==> src/core/sarcc_consts.svh <==
// Constants for the converter conversion and calibration controller.
`ifndef SARCC_CONSTS_SVH
`define SARCC_CONSTS_SVH
`define SARCC_RES_W_DEF 16
`define SARCC_TRIM_W 4
`define SARCC_DIV 4
`define SARCC_PH_LAST 2'h3
`define SARCC_PH_ZERO 2'h0
`define SARCC_PH_ONE 2'h1
`define SARCC_EOC_LAST 2'h3
`define SARCC_BUS_W 16
`define SARCC_BYTE_W 8
`define SARCC_PIN_N 6
`define SARCC_PIN_HOLD 0
`define SARCC_PIN_CS 1
`define SARCC_PIN_RD 2
`define SARCC_PIN_BYTE 3
`define SARCC_PIN_BIP 4
`define SARCC_PIN_COMP 5
`define SARCC_PIN_RST_VAL 6'h07
`endif

==> src/core/sarcc_pkg.sv <==
// Types for the converter conversion and calibration controller.
package sarcc_pkg;
  typedef enum logic [1:0] {ST_TRACK, ST_CONV, ST_CAL} sarcc_state_t;
endpackage

==> src/core/sarcc_ctrl.sv <==
// Conversion, calibration, end-of-conversion and output control of the converter.
// Operation
// - With select and read held low, done flag stays low exactly four clocks.
// - Otherwise done flag returns high within four clocks of read or conversion.
// - Input above positive reference yields an all-ones code.
// - Input below ground or negative reference yields an all-zeros code.
// - Each search starts with only the most significant bit set.
// - Clear trial bit when input below trial level, then set next lower bit.
// - Search tries every bit once; final trial word becomes the result.
// - Idle, all elements but the top one in bipolar mode track the input with the sampling switch closed.
// - Conversion opens the sampling switch first and ignores the live input.
// - Bipolar mode ties the top element to reference; code is offset binary.
// - Comparator offset is stored on the array while tracking.
// - Calibration trims each bit to balance lower bits plus one dummy unit.
// - Three-state parallel output for 8/16-bit hosts plus a serial stream.
// - Falling hold starts conversion; device returns to track on its own.
// - Sequencer runs on master clock delayed and divided by four.
// - Conversion lasts 49, 57 or 65 clocks for 12, 14, 16 bits.
// - Reset clears everything; its release starts a full calibration.
`timescale 1ns/1ps
`include "sarcc_consts.svh"
module sarcc_ctrl import sarcc_pkg::*; #(
  parameter int RES_W = `SARCC_RES_W_DEF
) (
  input wire logic clock,
  input wire logic sys_rst,
  input wire logic clk_en,
  input wire logic hold_n,
  input wire logic cs_n,
  input wire logic rd_n,
  input wire logic byte_hi_sel,
  input wire logic bipolar_sel,
  input wire logic comp_below,
  output logic sampling_switch,
  output logic elem_to_input,
  output logic msb_to_ref,
  output logic [RES_W-1:0] trial_word,
  output logic conv_busy,
  output logic cal_busy,
  output logic [`SARCC_TRIM_W-1:0] trim_code,
  output logic [RES_W*`SARCC_TRIM_W-1:0] trim_bus,
  output logic eoc_n,
  output logic [`SARCC_BUS_W-1:0] data_out,
  output logic data_oe,
  output logic serial_data,
  output logic serial_clk
);
  localparam int TW = `SARCC_TRIM_W;
  localparam int IW = $clog2(RES_W);
  localparam int CW = $clog2(RES_W + 1);
  localparam logic [RES_W-1:0] MSB_WORD = {1'h1, {(RES_W-1){1'h0}}};
  localparam logic [TW-1:0] TMSB = {1'h1, {(TW-1){1'h0}}};
  localparam logic [RES_W-1:0] LSB_WORD = {{(RES_W-1){1'h0}}, 1'h1};
  localparam int A_CONV = `SARCC_DIV * RES_W + 1;

  logic [`SARCC_PIN_N-1:0] pin_s1_r, pin_s2_r;
  logic hold_d_r, rst_d_r;
  sarcc_state_t state_r, state_nxt;
  logic [1:0] ph_r, low_cnt_r;
  logic [RES_W-1:0] trial_r, mask_r, result_r, ser_sh_r;
  logic [TW-1:0] tmask_r, tcode_r;
  logic [TW-1:0] trim_mem_r [RES_W];
  logic [IW-1:0] cal_bit_r;
  logic [CW-1:0] ser_cnt_r;
  logic sw_r, elem_in_r, msb_ref_r, conv_busy_r, cal_busy_r, eoc_n_r;
  logic [`SARCC_BUS_W-1:0] data_r;
  logic data_oe_r, sdat_r, sclk_r, sdiv_r;
  logic [RES_W-1:0] conv_step;
  logic [TW-1:0] trim_step;

  // Only the second synchroniser stage is read below.
  wire hold_s = pin_s2_r[`SARCC_PIN_HOLD];
  wire read_s = !pin_s2_r[`SARCC_PIN_CS] && !pin_s2_r[`SARCC_PIN_RD];
  wire byte_s = pin_s2_r[`SARCC_PIN_BYTE];
  wire bip_s = pin_s2_r[`SARCC_PIN_BIP];
  wire comp_s = pin_s2_r[`SARCC_PIN_COMP];
  wire hold_fall = hold_d_r && !hold_s;
  wire in_track = state_r == ST_TRACK;
  wire conv_start = hold_fall && in_track && !rst_d_r;
  // A start inside the minimum low time must still release the flag once that time is up.
  wire new_cycle = conv_start || conv_busy_r;
  wire cal_go = in_track && rst_d_r;
  wire tick = ph_r == `SARCC_PH_LAST;
  wire conv_tick = (state_r == ST_CONV) && tick;
  wire cal_tick = (state_r == ST_CAL) && tick;
  wire conv_done = conv_tick && mask_r[0];
  wire cal_last = cal_bit_r == IW'(RES_W - 1);
  wire [RES_W-1:0] cal_word = LSB_WORD << cal_bit_r;
  wire [`SARCC_BUS_W-1:0] res16 = `SARCC_BUS_W'(result_r);
  wire [`SARCC_BUS_W-1:0] hi_byte = {{`SARCC_BYTE_W{1'h0}},
                                     res16[`SARCC_BUS_W-1 -: `SARCC_BYTE_W]};

  // A comparator that never reports "below" leaves every bit set, one that always does
  // clears them all, so out-of-range inputs clip rather than wrap.
  sarcc_sar_step #(.W(RES_W)) u_conv_step (
    .word_in(trial_r),
    .mask(mask_r),
    .keep(!comp_s),
    .word_out(conv_step)
  );

  // A trim bit stays set while the bit still weighs less than its lower bits plus the dummy.
  sarcc_sar_step #(.W(TW)) u_trim_step (
    .word_in(tcode_r),
    .mask(tmask_r),
    .keep(comp_s),
    .word_out(trim_step)
  );

  always_comb begin
    state_nxt = state_r;
    case (state_r)
      ST_TRACK: begin
        if (rst_d_r) begin
          state_nxt = ST_CAL;
        end else if (conv_start) begin
          state_nxt = ST_CONV;
        end
      end
      ST_CONV: begin
        if (conv_done) begin
          state_nxt = ST_TRACK;
        end
      end
      ST_CAL: begin
        if (cal_tick && tmask_r[0] && cal_last) begin
          state_nxt = ST_TRACK;
        end
      end
      default: state_nxt = ST_TRACK;
    endcase
  end

  always_ff @(posedge clock) begin
    if (sys_rst) begin
      pin_s1_r <= `SARCC_PIN_RST_VAL;
      pin_s2_r <= `SARCC_PIN_RST_VAL;
      hold_d_r <= 1'h1;
      rst_d_r <= 1'h1;
    end else if (clk_en) begin
      pin_s1_r <= {comp_below, bipolar_sel, byte_hi_sel, rd_n, cs_n, hold_n};
      pin_s2_r <= pin_s1_r;
      hold_d_r <= hold_s;
      rst_d_r <= 1'h0;
    end
  end

  // Switch closed in track keeps the comparator offset stored on the array.
  always_ff @(posedge clock) begin
    if (sys_rst) begin
      state_r <= ST_TRACK;
      sw_r <= 1'h1;
      elem_in_r <= 1'h1;
      msb_ref_r <= 1'h0;
      conv_busy_r <= 1'h0;
      cal_busy_r <= 1'h0;
    end else if (clk_en) begin
      state_r <= state_nxt;
      sw_r <= state_nxt == ST_TRACK;
      elem_in_r <= state_nxt == ST_TRACK;
      msb_ref_r <= (state_nxt == ST_TRACK) && bip_s;
      conv_busy_r <= state_nxt == ST_CONV;
      cal_busy_r <= state_nxt == ST_CAL;
    end
  end

  // Trials run on the divided clock; the phase restarts at each sequence start.
  always_ff @(posedge clock) begin
    if (sys_rst) begin
      ph_r <= `SARCC_PH_ZERO;
      trial_r <= '0;
      mask_r <= '0;
      result_r <= '0;
      tmask_r <= '0;
      tcode_r <= '0;
      cal_bit_r <= '0;
      for (int i = 0; i < RES_W; i++) begin
        trim_mem_r[i] <= '0;
      end
    end else if (clk_en) begin
      ph_r <= (conv_start || cal_go) ? `SARCC_PH_ZERO : ph_r + `SARCC_PH_ONE;
      if (conv_start) begin
        trial_r <= MSB_WORD;
        mask_r <= MSB_WORD;
      end else if (cal_go) begin
        trial_r <= LSB_WORD;
        tmask_r <= TMSB;
        tcode_r <= TMSB;
        cal_bit_r <= '0;
      end else if (conv_tick) begin
        trial_r <= conv_step;
        mask_r <= mask_r >> 1;
        if (mask_r[0]) begin
          result_r <= conv_step;
        end
      end else if (cal_tick) begin
        tcode_r <= tmask_r[0] ? TMSB : trim_step;
        tmask_r <= tmask_r[0] ? TMSB : (tmask_r >> 1);
        if (tmask_r[0]) begin
          trim_mem_r[cal_bit_r] <= trim_step;
          cal_bit_r <= cal_bit_r + IW'(1);
          trial_r <= cal_word << 1;
        end else begin
          trial_r <= cal_word;
        end
      end
    end
  end

  // The done flag stays low at least four clocks and is released by a read or a new start.
  always_ff @(posedge clock) begin
    if (sys_rst) begin
      eoc_n_r <= 1'h1;
      low_cnt_r <= `SARCC_PH_ZERO;
    end else if (clk_en) begin
      if (conv_done) begin
        eoc_n_r <= 1'h0;
        low_cnt_r <= `SARCC_PH_ZERO;
      end else if (!eoc_n_r) begin
        if ((read_s || new_cycle) && low_cnt_r == `SARCC_EOC_LAST) begin
          eoc_n_r <= 1'h1;
        end
        if (low_cnt_r != `SARCC_EOC_LAST) begin
          low_cnt_r <= low_cnt_r + `SARCC_PH_ONE;
        end
      end
    end
  end

  always_ff @(posedge clock) begin
    if (sys_rst) begin
      data_r <= '0;
      data_oe_r <= 1'h0;
    end else if (clk_en) begin
      data_oe_r <= read_s;
      data_r <= byte_s ? hi_byte : res16;
    end
  end

  // Serial stream, most significant bit first, clock levels two master clocks long.
  always_ff @(posedge clock) begin
    if (sys_rst) begin
      ser_sh_r <= '0;
      ser_cnt_r <= '0;
      sdat_r <= 1'h0;
      sclk_r <= 1'h0;
      sdiv_r <= 1'h0;
    end else if (clk_en) begin
      if (conv_done) begin
        ser_sh_r <= conv_step;
        ser_cnt_r <= CW'(RES_W);
        sdat_r <= conv_step[RES_W-1];
        sclk_r <= 1'h0;
        sdiv_r <= 1'h0;
      end else if (ser_cnt_r != '0) begin
        sdiv_r <= !sdiv_r;
        if (sdiv_r) begin
          sclk_r <= !sclk_r;
          if (sclk_r) begin
            ser_sh_r <= ser_sh_r << 1;
            sdat_r <= ser_sh_r[RES_W-2];
            ser_cnt_r <= ser_cnt_r - CW'(1);
          end
        end
      end
    end
  end

  assign sampling_switch = sw_r;
  assign elem_to_input = elem_in_r;
  assign msb_to_ref = msb_ref_r;
  assign trial_word = trial_r;
  assign conv_busy = conv_busy_r;
  assign cal_busy = cal_busy_r;
  assign trim_code = tcode_r;
  assign eoc_n = eoc_n_r;
  assign data_out = data_r;
  assign data_oe = data_oe_r;
  assign serial_data = sdat_r;
  assign serial_clk = sclk_r;
  for (genvar g = 0; g < RES_W; g++) begin : g_trim
    assign trim_bus[g*TW +: TW] = trim_mem_r[g];
  end
endmodule

==> src/core/sarcc_sar_step.sv <==
// One successive-approximation decision on a trial word.
`timescale 1ns/1ps
module sarcc_sar_step #(
  parameter int W = 16
) (
  input wire logic [W-1:0] word_in,
  input wire logic [W-1:0] mask,
  input wire logic keep,
  output logic [W-1:0] word_out
);
  // The bit under trial stays or clears, and the next lower bit is set for its trial.
  assign word_out = (keep ? word_in : (word_in & ~mask)) | (mask >> 1);
endmodule

==> config.mk <==
export PLATFORM = sky130hd
export DESIGN_NAME = sarcc_ctrl
export DESIGN_NICKNAME = d
export VERILOG_FILES = /design/src/core/sarcc_pkg.sv /design/src/core/sarcc_ctrl.sv /design/src/core/sarcc_sar_step.sv
export VERILOG_INCLUDE_DIRS = /design/src /design/src/core
export SDC_FILE = /design/constraint.sdc
export NUM_CORES = 1
export LEC_CHECK = 0
export CAP_MARGIN = 20
export CORE_ASPECT_RATIO = 0.6
export CORE_MARGIN = 1.5
export CORE_UTILIZATION = 60
export CTS_BUF_LIST = sky130_fd_sc_hd__clkbuf_16
export DETAILED_ROUTE_END_ITERATION = 8
export DONT_BUFFER_PORTS = 1
export GPL_TIMING_DRIVEN = 0
export PLACE_DENSITY = 0.77
export SYNTH_ARGS = -nofsm -noshare
export SYNTH_HDL_FRONTEND = slang
export SYNTH_SLANG_ARGS = --single-unit
export TNS_END_PERCENT = 50
==> constraint.sdc <==
create_clock -name clock -period 2.41 [get_ports clock]
set_input_delay 0.3615 -clock clock [delete_from_list [all_inputs] [get_ports clock]]
set_output_delay 0.3615 -clock clock [all_outputs]
set_load 0.01 [all_outputs]
Yosys cells after proc, flatten, opt, wreduce, memory -nomap -nowiden
Memories as Yosys holds them, arrays and structs flattened.
Cells that the tools add are included.
Word-level totals
  word-level logic and storage cells: 157
  input port bits: 9
  register bits after elaboration: 125
  memories kept: 1
  output and inout port bits: 109
  RAM bits: 64
Cells by class
  reductions and logical operators: 42
  add/subtract/negate cells: 4
  muxes and demuxes: 65
  shifts and indexed selects: 1
  equal/unequal tests: 11
  bitwise logic cells: 8
Memory list
  trim_mem_r: words 16, bits a word 4, rd ports 16, clocked after Yosys merged registers in 0, wr ports 16, line sarcc_ctrl.sv:62  | logic [TW-1:0] trim_mem_r [RES_W];
Operators by type and width (count)
  two-way mux 16 bit: 10
  two-way mux 15 bit: 4
  two-way mux 4 bit: 15
  two-way mux 1 bit: 23
  two-way mux 5 bit: 4
  bitwise AND 16 bit: 1
  two-way mux 2 bit: 8
  NOT 16 bit: 1
  OR 16 x 15 -> 16 bit: 1
  left shift 1 x 4 -> 16 bit, first input constant: 1
  nonzero test 2 bit: 7
  logical AND 1 bit: 12
  AND reduction 5 bit: 2
  AND reduction 3 bit: 3
  equality test 2 bit, second input constant: 4
  AND reduction 4 bit: 2
  logical NOT 1 bit: 6
  inequality test 2 bit, second input constant: 3
  one-hot mux 2 bit (3 select lines): 1
  nonzero test 5 bit: 1
  subtractor 5 x 1 -> 5 bit, second input constant: 1
  adder 2 x 1 -> 2 bit, second input constant: 2
  adder 4 x 1 -> 4 bit, second input constant: 1
  bitwise AND 4 bit: 1
  11 further kinds: 17

Longest topological paths before layout
Gate-level depths: netlist of run 1.
  word-level depth: 11
  gate-level depth with buffers: 9
  mapped depth without buffers: 6

Modules after synthesis
A second synthesis of run 1 with hierarchy kept.
Second synthesis, totals
  cells, all modules: 822
  area, all modules: 8314.2 µm²
By module, submodules not included
  sarcc_ctrl: sequential area each 4424.2 µm², instances 1, cells each 781, area an instance 8032.7 µm²
  sarcc_sar_step at u_conv_step: sequential area each 0.0 µm², instances 1, cells each 33, area an instance 229.0 µm²
  sarcc_sar_step at u_trim_step: sequential area each 0.0 µm², instances 1, cells each 8, area an instance 52.6 µm²

Least setup slack after synthesis of run 1
Ideal clock, no wire load.
  path type: flip-flop to flip-flop
  from: register ph_r[0]
  to: register result_r[9] (netlist: res16[9])
  stages on the path, launching flop included: 8
  buffers on the path: 2
  data required time: 2.340 ns
  library setup time: 0.070 ns
  period minus slack after synthesis: 1.798 ns
  setup slack: 0.612 ns
  data arrival time: 1.727 ns
  path through: dfxtp_1 -> ha_1 -> buf_4 -> and4b_1 -> buf_4 -> nand2_2 -> or3b_2 -> a21oi_1
On the way
  word-level cells in the longest chain between the ends: 3
RTL lines
  start: declaration: line sarcc_ctrl.sv:59  | logic [1:0] ph_r, low_cnt_r;
  start signal: assignment: line sarcc_ctrl.sv:170  | ph_r <= `SARCC_PH_ZERO;
  start signal: assignment: line sarcc_ctrl.sv:181  | ph_r <= (conv_start || cal_go) ? `SARCC_PH_ZERO : ph_r + `SARCC_PH_ONE;
  equality test 2 bit (no line)
  logical AND 1 bit: line sarcc_ctrl.sv:84  | wire conv_tick = (state_r == ST_CONV) && tick;
  AND reduction 5 bit (no line)
  end signal: assignment: line sarcc_ctrl.sv:194  | result_r <= conv_step;
  end: declaration: line sarcc_ctrl.sv:60  | logic [RES_W-1:0] trial_r, mask_r, result_r, ser_sh_r;
Every way passes these cells.
A chain may end at the register's enable or synchronous reset.

==> results of run 1 <==
layer usage:
| metal | track usage (%) | share of wire (%) | vias to the layer above |
|---|---|---|---|
| li1 | - | - | 2927 |
| met3 | 10.2 | 12 | 25 |
| met1 | 46.4 | 45 | 3165 |
| met2 | 45.2 | 42 | 366 |
| met4 | 6.39 | 0.97 | 0 |
| met5 | 0 | 0 | - |
flip-flops by register name, indices dropped and copies added, names as in the netlist, 2 cells and up:
register / cells
mask_r: 16
state_r: 2
trim_code: 4
low_cnt_r: 2
ph_r: 2
ser_cnt_r: 5
pin_s1_r: 6
pin_s2_r: 6
ser_sh_r: 15
data_out: 16
cal_bit_r: 4
trim_mem_r: 64
res16: 16
trial_word: 16
tmask_r: 4
cell families after synthesis:
group           Yosys count
xor+xnor                  3
fa+ha+maj                10
flops                   189
mux                      41
buf+inv                  72
simple gates            333
compound gates          170
worst max-delay path, cell delays in order (launching register included):
cell and delay [ps]:
dfxtp_1 300, buf_2 190, buf_2 250, nand4b_1 300, nor3_2 410, nand3_1 290, nand2_1 260
cell usage after synthesis (all sizes together), types with 5 or more instances:
master	instances
o22ai	11
nand3	27
nor3	10
ha	10
buf	25
edfxtp	64
nand2	115
inv	15
dfxtp	125
clkbuf	32
a211oi	22
a22oi	10
a21oi	61
nor2	131
mux2i	38
o211ai	5
nand2b	10
nor2b	9
o21ai	12
nand3b	5
a211o	14
a22o	13
final cells by class:
cell class | instances | area, sq um | area share (%)
Buffer | 57 | 275 | 3.11
Clock buffer | 17 | 425 | 4.81
Clock inverter | 15 | 183 | 2.07
Inverter | 15 | 56.3 | 0.637
Multi-Input combinational cell | 557 | 3270 | 36.9
Sequential cell | 189 | 4420 | 50.0
Tap cell | 170 | 213 | 2.41
stage by stage:
| step | total power [W] | std cells |
|---|---|---|
| finish | 0.00671 | 1020 |
| global placement | 0.00382 | 988 |
| CTS | 0.00669 | 1020 |
| detailed placement | 0.00384 | 988 |
| floorplan | 0.00373 | 818 |
| global route | 0.00687 | 1020 |
worst max path at each step:
stage                             start                               to  slack [ps]  cells past startpoint
6_report        tmask_r[0]$_SDFFE_PP0P_  trim_mem_r[13][0]$_SDFFCE_PN0P_         100                      6
5_1_grt         tmask_r[0]$_SDFFE_PP0P_  trim_mem_r[13][0]$_SDFFCE_PN0P_         -30                      6
4_1_cts        pin_s2_r[5]$_SDFFE_PP0P_      trial_word[12]$_SDFFE_PP0P_           5                      6
3_5_place_dp   pin_s2_r[5]$_SDFFE_PP0P_       trial_word[7]$_SDFFE_PP0P_        -160                      6
3_3_place_gp   pin_s2_r[5]$_SDFFE_PP0P_       trial_word[7]$_SDFFE_PP0P_        -150                      6
2_1_floorplan      ph_r[0]$_SDFFE_PP0P_            res16[9]$_SDFFE_PP0P_         610                      7
power by group through the flow:
| stage | logic (W) | clock network [W] | registers [W] |
|---|---|---|---|
| 6_report | 0.000345 | 0.00293 | 0.00344 |
| 5_1_grt | 0.000371 | 0.00305 | 0.00344 |
| 4_1_cts | 0.000333 | 0.00292 | 0.00344 |
| 3_5_place_dp | 0.000332 | 0 | 0.00351 |
| 3_3_place_gp | 0.000318 | 0 | 0.00351 |
| 2_1_floorplan | 0.000236 | 0 | 0.00349 |
timing repair:
item	in CTS	in global routing
buffers inserted	0	0
resized for setup	2	8
endpoints found under the setup margin	6	61
hold buffers	0	0
hold endpoints to repair	0	0
==> impl_metrics.env, run 1 <==
export IMPL_drtPass1Iterations=5
export IMPL_hpwl_mm=16.2
export IMPL_drtIter0Drc=968
export IMPL_overflow=0
export IMPL_whs_ps=70.9
export IMPL_synth_compound_area_share_pct=15.0
export IMPL_cts_buffers=17
export IMPL_crit_type="flip-flop to flip-flop"
export IMPL_grt_max_degree=18
export IMPL_finalClockSkew_ps=11.4
export IMPL_pwr_density_cell_nw_per_um2=759
export IMPL_utilization_pct=68.4
export IMPL_drive_gt1_share_pct=9.65
export IMPL_crit_arrival_ps=2430
export IMPL_fp_dieH_um=92.4
export IMPL_wl_per_cell_um=21.9
export IMPL_synth_flop_cell="dfxtp_1"
export IMPL_grt_pass1_wl_mm=33.9
export IMPL_drc=0
export IMPL_synth_top_family_by_area="simple AND/OR/NAND/NOR gates"
export IMPL_yosysUniqueCellTypes=63
export IMPL_start_kind="flip-flop"
export IMPL_fin_setup_tns_ps=0
export IMPL_fin_crit_sh_pct=95.8
export IMPL_status="finished clean"
export IMPL_die_area_sq_um=14000
export IMPL_insertion_delay_ps=430
export IMPL_cts_sinks=189
export IMPL_fp_dieW_um=152
export IMPL_cts_tree="done"
export IMPL_detail_route_antenna_nets=0
export IMPL_clockPowerShare_pct=43.6
export IMPL_yosysSeqAreaShare_pct=55.3
export IMPL_slew_violations=0
export IMPL_min_to="pin_s1_r[1]$_SDFFE_PP1P_"
export IMPL_finalWirelength_mm=22.3
export IMPL_synthAdderAreaFrac_pct=1.56
export IMPL_whs_path_depth=2
export IMPL_grtUsageTotal_pct=31.5
export IMPL_netSwitchingFraction_pct=24.0
export IMPL_synth_mux_area_fraction_pct=5.18
export IMPL_max_freq_mhz=433
export IMPL_grt_pass1_vias=5868
export IMPL_cts_root_buf="clkbuf_16"
export IMPL_syn_nets=837
export IMPL_r2r_end="trim_mem_r[13][0]$_SDFFCE_PN0P_"
export IMPL_cts_clk_slew_worst_paths_ps=70
export IMPL_most_common_layout_cells="130 x nor2_1, 125 x dfxtp_1, 114 x nand2_1"
export IMPL_postLayoutCellArea_sq_um=8840
export IMPL_crit_path_end_kind="flip-flop"
export IMPL_antenna_found_initial=0
export IMPL_synth_top_area_share_pct=31.3
export IMPL_avgSynthCellArea_sq_um=9.77
export IMPL_setup_viol=0
export IMPL_fin_ws_ps=102
export IMPL_via_per_inst=6.36
export IMPL_area_growth_pct=10.6
export IMPL_worstMarginPinSlew_ps=798
export IMPL_synth_xor_area_share_pct=0.329
export IMPL_rsz0062_at_grt="true"
export IMPL_worst_r2r_setup_slack_ps=100
export IMPL_async_flop_share_pct=0
export IMPL_intPower_w=0.00510
export IMPL_cts_htree_levels=4
export IMPL_hold_viol_final=0
export IMPL_combinationalPowerShare_pct=5.1
export IMPL_layout_commonest_cell="nor2_1"
export IMPL_rr_startpoint="tmask_r[0]$_SDFFE_PP0P_"
export IMPL_p_sw_w=0.00161
export IMPL_hp_start="cs_n"
export IMPL_io_buffers=0
export IMPL_maxSlewHeadroom_pct=46.4
export IMPL_core_rowCount=32
export IMPL_synth_top_cell_by_area="dfxtp_1"
export IMPL_vdd_drop_max_mv=0.379
export IMPL_synth_edf_count=64
export IMPL_io_pins=118
export IMPL_critPathRequiredTime_ps=2530
export IMPL_routabilityCongestion=0.912
export IMPL_seqPwrFrac_pct=51.2
export IMPL_fillers=975
export IMPL_num_vias=6483
export IMPL_synth_warnings=0
export IMPL_min_path_type="primary input to flip-flop"
export IMPL_placed_area_sq_um=8210
export IMPL_clock_path_buffers=2
export IMPL_pre_cts_ws_ps=-160
export IMPL_synth_area_sq_um=8000
export IMPL_start_util_pct=61.8
export IMPL_leakage_nw=3.14
export IMPL_ys_ff_latch=189
export IMPL_worst_r2r_path_depth=6
export IMPL_diodes=0
export IMPL_period_minus_slack_ps=2310
export IMPL_synth_area_leaders="dfxtp_1 31%, edfxtp_1 24%, nor2_1 6.1%"
export IMPL_cap_viol_max_count=0
export IMPL_core_sq_um=12900
export IMPL_synth_simple_gate_area_share_pct=18.5
export IMPL_layout_nets=856
export IMPL_syn_inst=818
export IMPL_path_max_fanout=10
No activity file was read; power rests on OpenSTA's default activity.
==> run 2, diff against run 1 <==
--- a/config.mk
+++ b/config.mk
@@ -15,6 +15,7 @@
 export DONT_BUFFER_PORTS = 1
 export GPL_TIMING_DRIVEN = 0
 export PLACE_DENSITY = 0.77
+export RECOVER_POWER = 50
 export SYNTH_ARGS = -nofsm -noshare
 export SYNTH_HDL_FRONTEND = slang
 export SYNTH_SLANG_ARGS = --single-unit
==> run 2 against run 1 <==
Design area hardly changed. Power hardly changed. Die area stayed put. Clock-buffer cell count stayed put. Critical path type unchanged.
==> impl_metrics.env, run 2 (synthesis gave the netlist of run 1 again) <==
export IMPL_start_kind="flip-flop"
export IMPL_diodes=0
export IMPL_routabilityCongestion=0.912
export IMPL_multi_input_area_sq_um=3270
export IMPL_drive_gt1_share_pct=9.41
export IMPL_setup_viol=0
export IMPL_crit_top_cell="buf_2"
export IMPL_largest_register="trim_mem_r"
export IMPL_rr_startpoint="tmask_r[0]$_SDFFE_PP0P_"
export IMPL_cts_clk_slew_worst_paths_ps=70
export IMPL_fp_dieH_um=92.4
export IMPL_cts_root_buf="clkbuf_16"
export IMPL_worst_r2r_path_depth=6
export IMPL_grtUsageTotal_pct=31.5
export IMPL_drtIter0Drc=894
export IMPL_io_buffers=0
export IMPL_period_minus_slack_ps=2320
export IMPL_cts_sinks=189
export IMPL_drtPass1Iterations=5
export IMPL_crit_type="flip-flop to flip-flop"
export IMPL_num_vias=6485
export IMPL_grt_pass1_wl_mm=33.9
export IMPL_grt_max_degree=18
export IMPL_critPathCapture="trim_mem_r[13][0]$_SDFFCE_PN0P_"
export IMPL_layout_commonest_cell="nor2_1"
export IMPL_pwr_density_cell_nw_per_um2=759
export IMPL_crit_arrival_ps=2440
export IMPL_maxSlewHeadroom_pct=48.4
export IMPL_cts_buffers=17
export IMPL_cts_hold_buf=0
export IMPL_finalClockSkew_ps=12.4
export IMPL_drc=0
export IMPL_critPathSlowestCell="nor3_2"
export IMPL_cp_slowest_stage_delay_ps=420
export IMPL_die_area_sq_um=14000
export IMPL_leakage_nw=3.13
export IMPL_r2r_end="trim_mem_r[13][0]$_SDFFCE_PN0P_"
export IMPL_area_growth_pct=10.5
export IMPL_cts_tree="done"
export IMPL_max_freq_mhz=431
export IMPL_fin_cells=1020
export IMPL_cts_htree_levels=4
export IMPL_crit_path_end_kind="flip-flop"
export IMPL_core_rowCount=32
export IMPL_fin_setup_tns_ps=0
export IMPL_fillers=978
export IMPL_antenna_found_initial=0
export IMPL_path_max_fanout=10
export IMPL_core_sq_um=12900
export IMPL_min_path_type="primary input to flip-flop"
export IMPL_wl_per_cell_um=21.8
export IMPL_hold_viol_final=0
export IMPL_grt_pass1_vias=5868
export IMPL_rsz0062_at_grt="true"
export IMPL_hpwl_mm=16.2
export IMPL_layout_nets=856
export IMPL_dp_cells=988
export IMPL_slew_violations=0
export IMPL_most_common_layout_cells="130 x nor2_1, 125 x dfxtp_1, 114 x nand2_1"
export IMPL_path_cells="buf_2 -> buf_2 -> nand4b_1 -> nor3_2 -> nand3_1 -> nand2_1"
export IMPL_worst_r2r_setup_slack_ps=90
export IMPL_vdd_drop_max_mv=0.378
export IMPL_io_pins=118
export IMPL_critPathRequiredTime_ps=2530
export IMPL_worstMarginPinSlew_ps=769
export IMPL_fin_crit_sh_pct=96.4
export IMPL_insertion_delay_ps=430
export IMPL_status="finished clean"
export IMPL_seqCellArea_sq_um=4420
export IMPL_fp_dieW_um=152
export IMPL_clock_path_buffers=2
export IMPL_via_per_inst=6.36
export IMPL_overflow=0
export IMPL_cap_viol_max_count=0
export IMPL_detail_route_antenna_nets=0
export IMPL_largest_reg_flops=64
export IMPL_start_util_pct=61.8
export IMPL_finalWirelength_mm=22.3
export IMPL_startpoint="tmask_r[0]$_SDFFE_PP0P_"
run 2: layer usage:
layer,up-vias,global-route usage [%],share of wire [%]
met1,3183,46.4,45
met2,349,45.2,42
li1,2929,-,-
met5,-,0,0
met4,0,6.39,0.93
met3,24,10.2,12
run 2: worst min-delay path by stage:
stage	from	to	slack, ps	depth (start not counted)
6_report	cs_n	pin_s1_r[1]$_SDFFE_PP1P_	70	2
5_1_grt	cs_n	pin_s1_r[1]$_SDFFE_PP1P_	70	2
4_1_cts	cs_n	pin_s1_r[1]$_SDFFE_PP1P_	60	2
3_5_place_dp	ser_sh_r[2]$_SDFFE_PP0P_	ser_sh_r[2]$_SDFFE_PP0P_	450	2
3_3_place_gp	ser_sh_r[2]$_SDFFE_PP0P_	ser_sh_r[2]$_SDFFE_PP0P_	440	2
2_1_floorplan	res16[1]$_SDFFE_PP0P_	res16[1]$_SDFFE_PP0P_	430	2
run 2: per-stage QoR:
step	worst slack, ps	hold WS (ps)	cell area, sq um	util, %	total power, W
2_1_floorplan	612	431	8000	-	0.00373
3_5_place_dp	-160	453	8210	63.5	0.00384
5_1_grt	-33.0	70.8	8840	68.3	0.00687
3_3_place_gp	-147	440	8210	63.5	0.00382
6_report	87.4	69.6	8840	68.3	0.00671
4_1_cts	5.38	63.6	8820	68.2	0.00669
run 2: worst max-delay path: cells and delay by family, from the launching register on:
kind	cells	cell delay, ps
simple gates	4	1270
flops	1	300
buf+inv	2	450
run 2: layout make-up:
cell class              instances  area share [%]
multi-input cells             557            37.0
inverters                      15           0.637
well taps                     170            2.41
plain buffers                  57            3.06
clock inverters                15            2.07
flip-flops and latches        189            50.1
clock buffers                  17            4.81
run 2: where the power goes:
part / leakage (nW) / internal, W / switching [W]
Clock: 0.288 / 0.00165 / 0.00128
Combinational: 1.17 / 0.0000905 / 0.000252
Sequential: 1.67 / 0.00336 / 0.0000779
run 2: what timing repair did:
item,CTS,global route
resized for setup,2,8
setup buffers,0,0
setup endpoints to repair,6,61
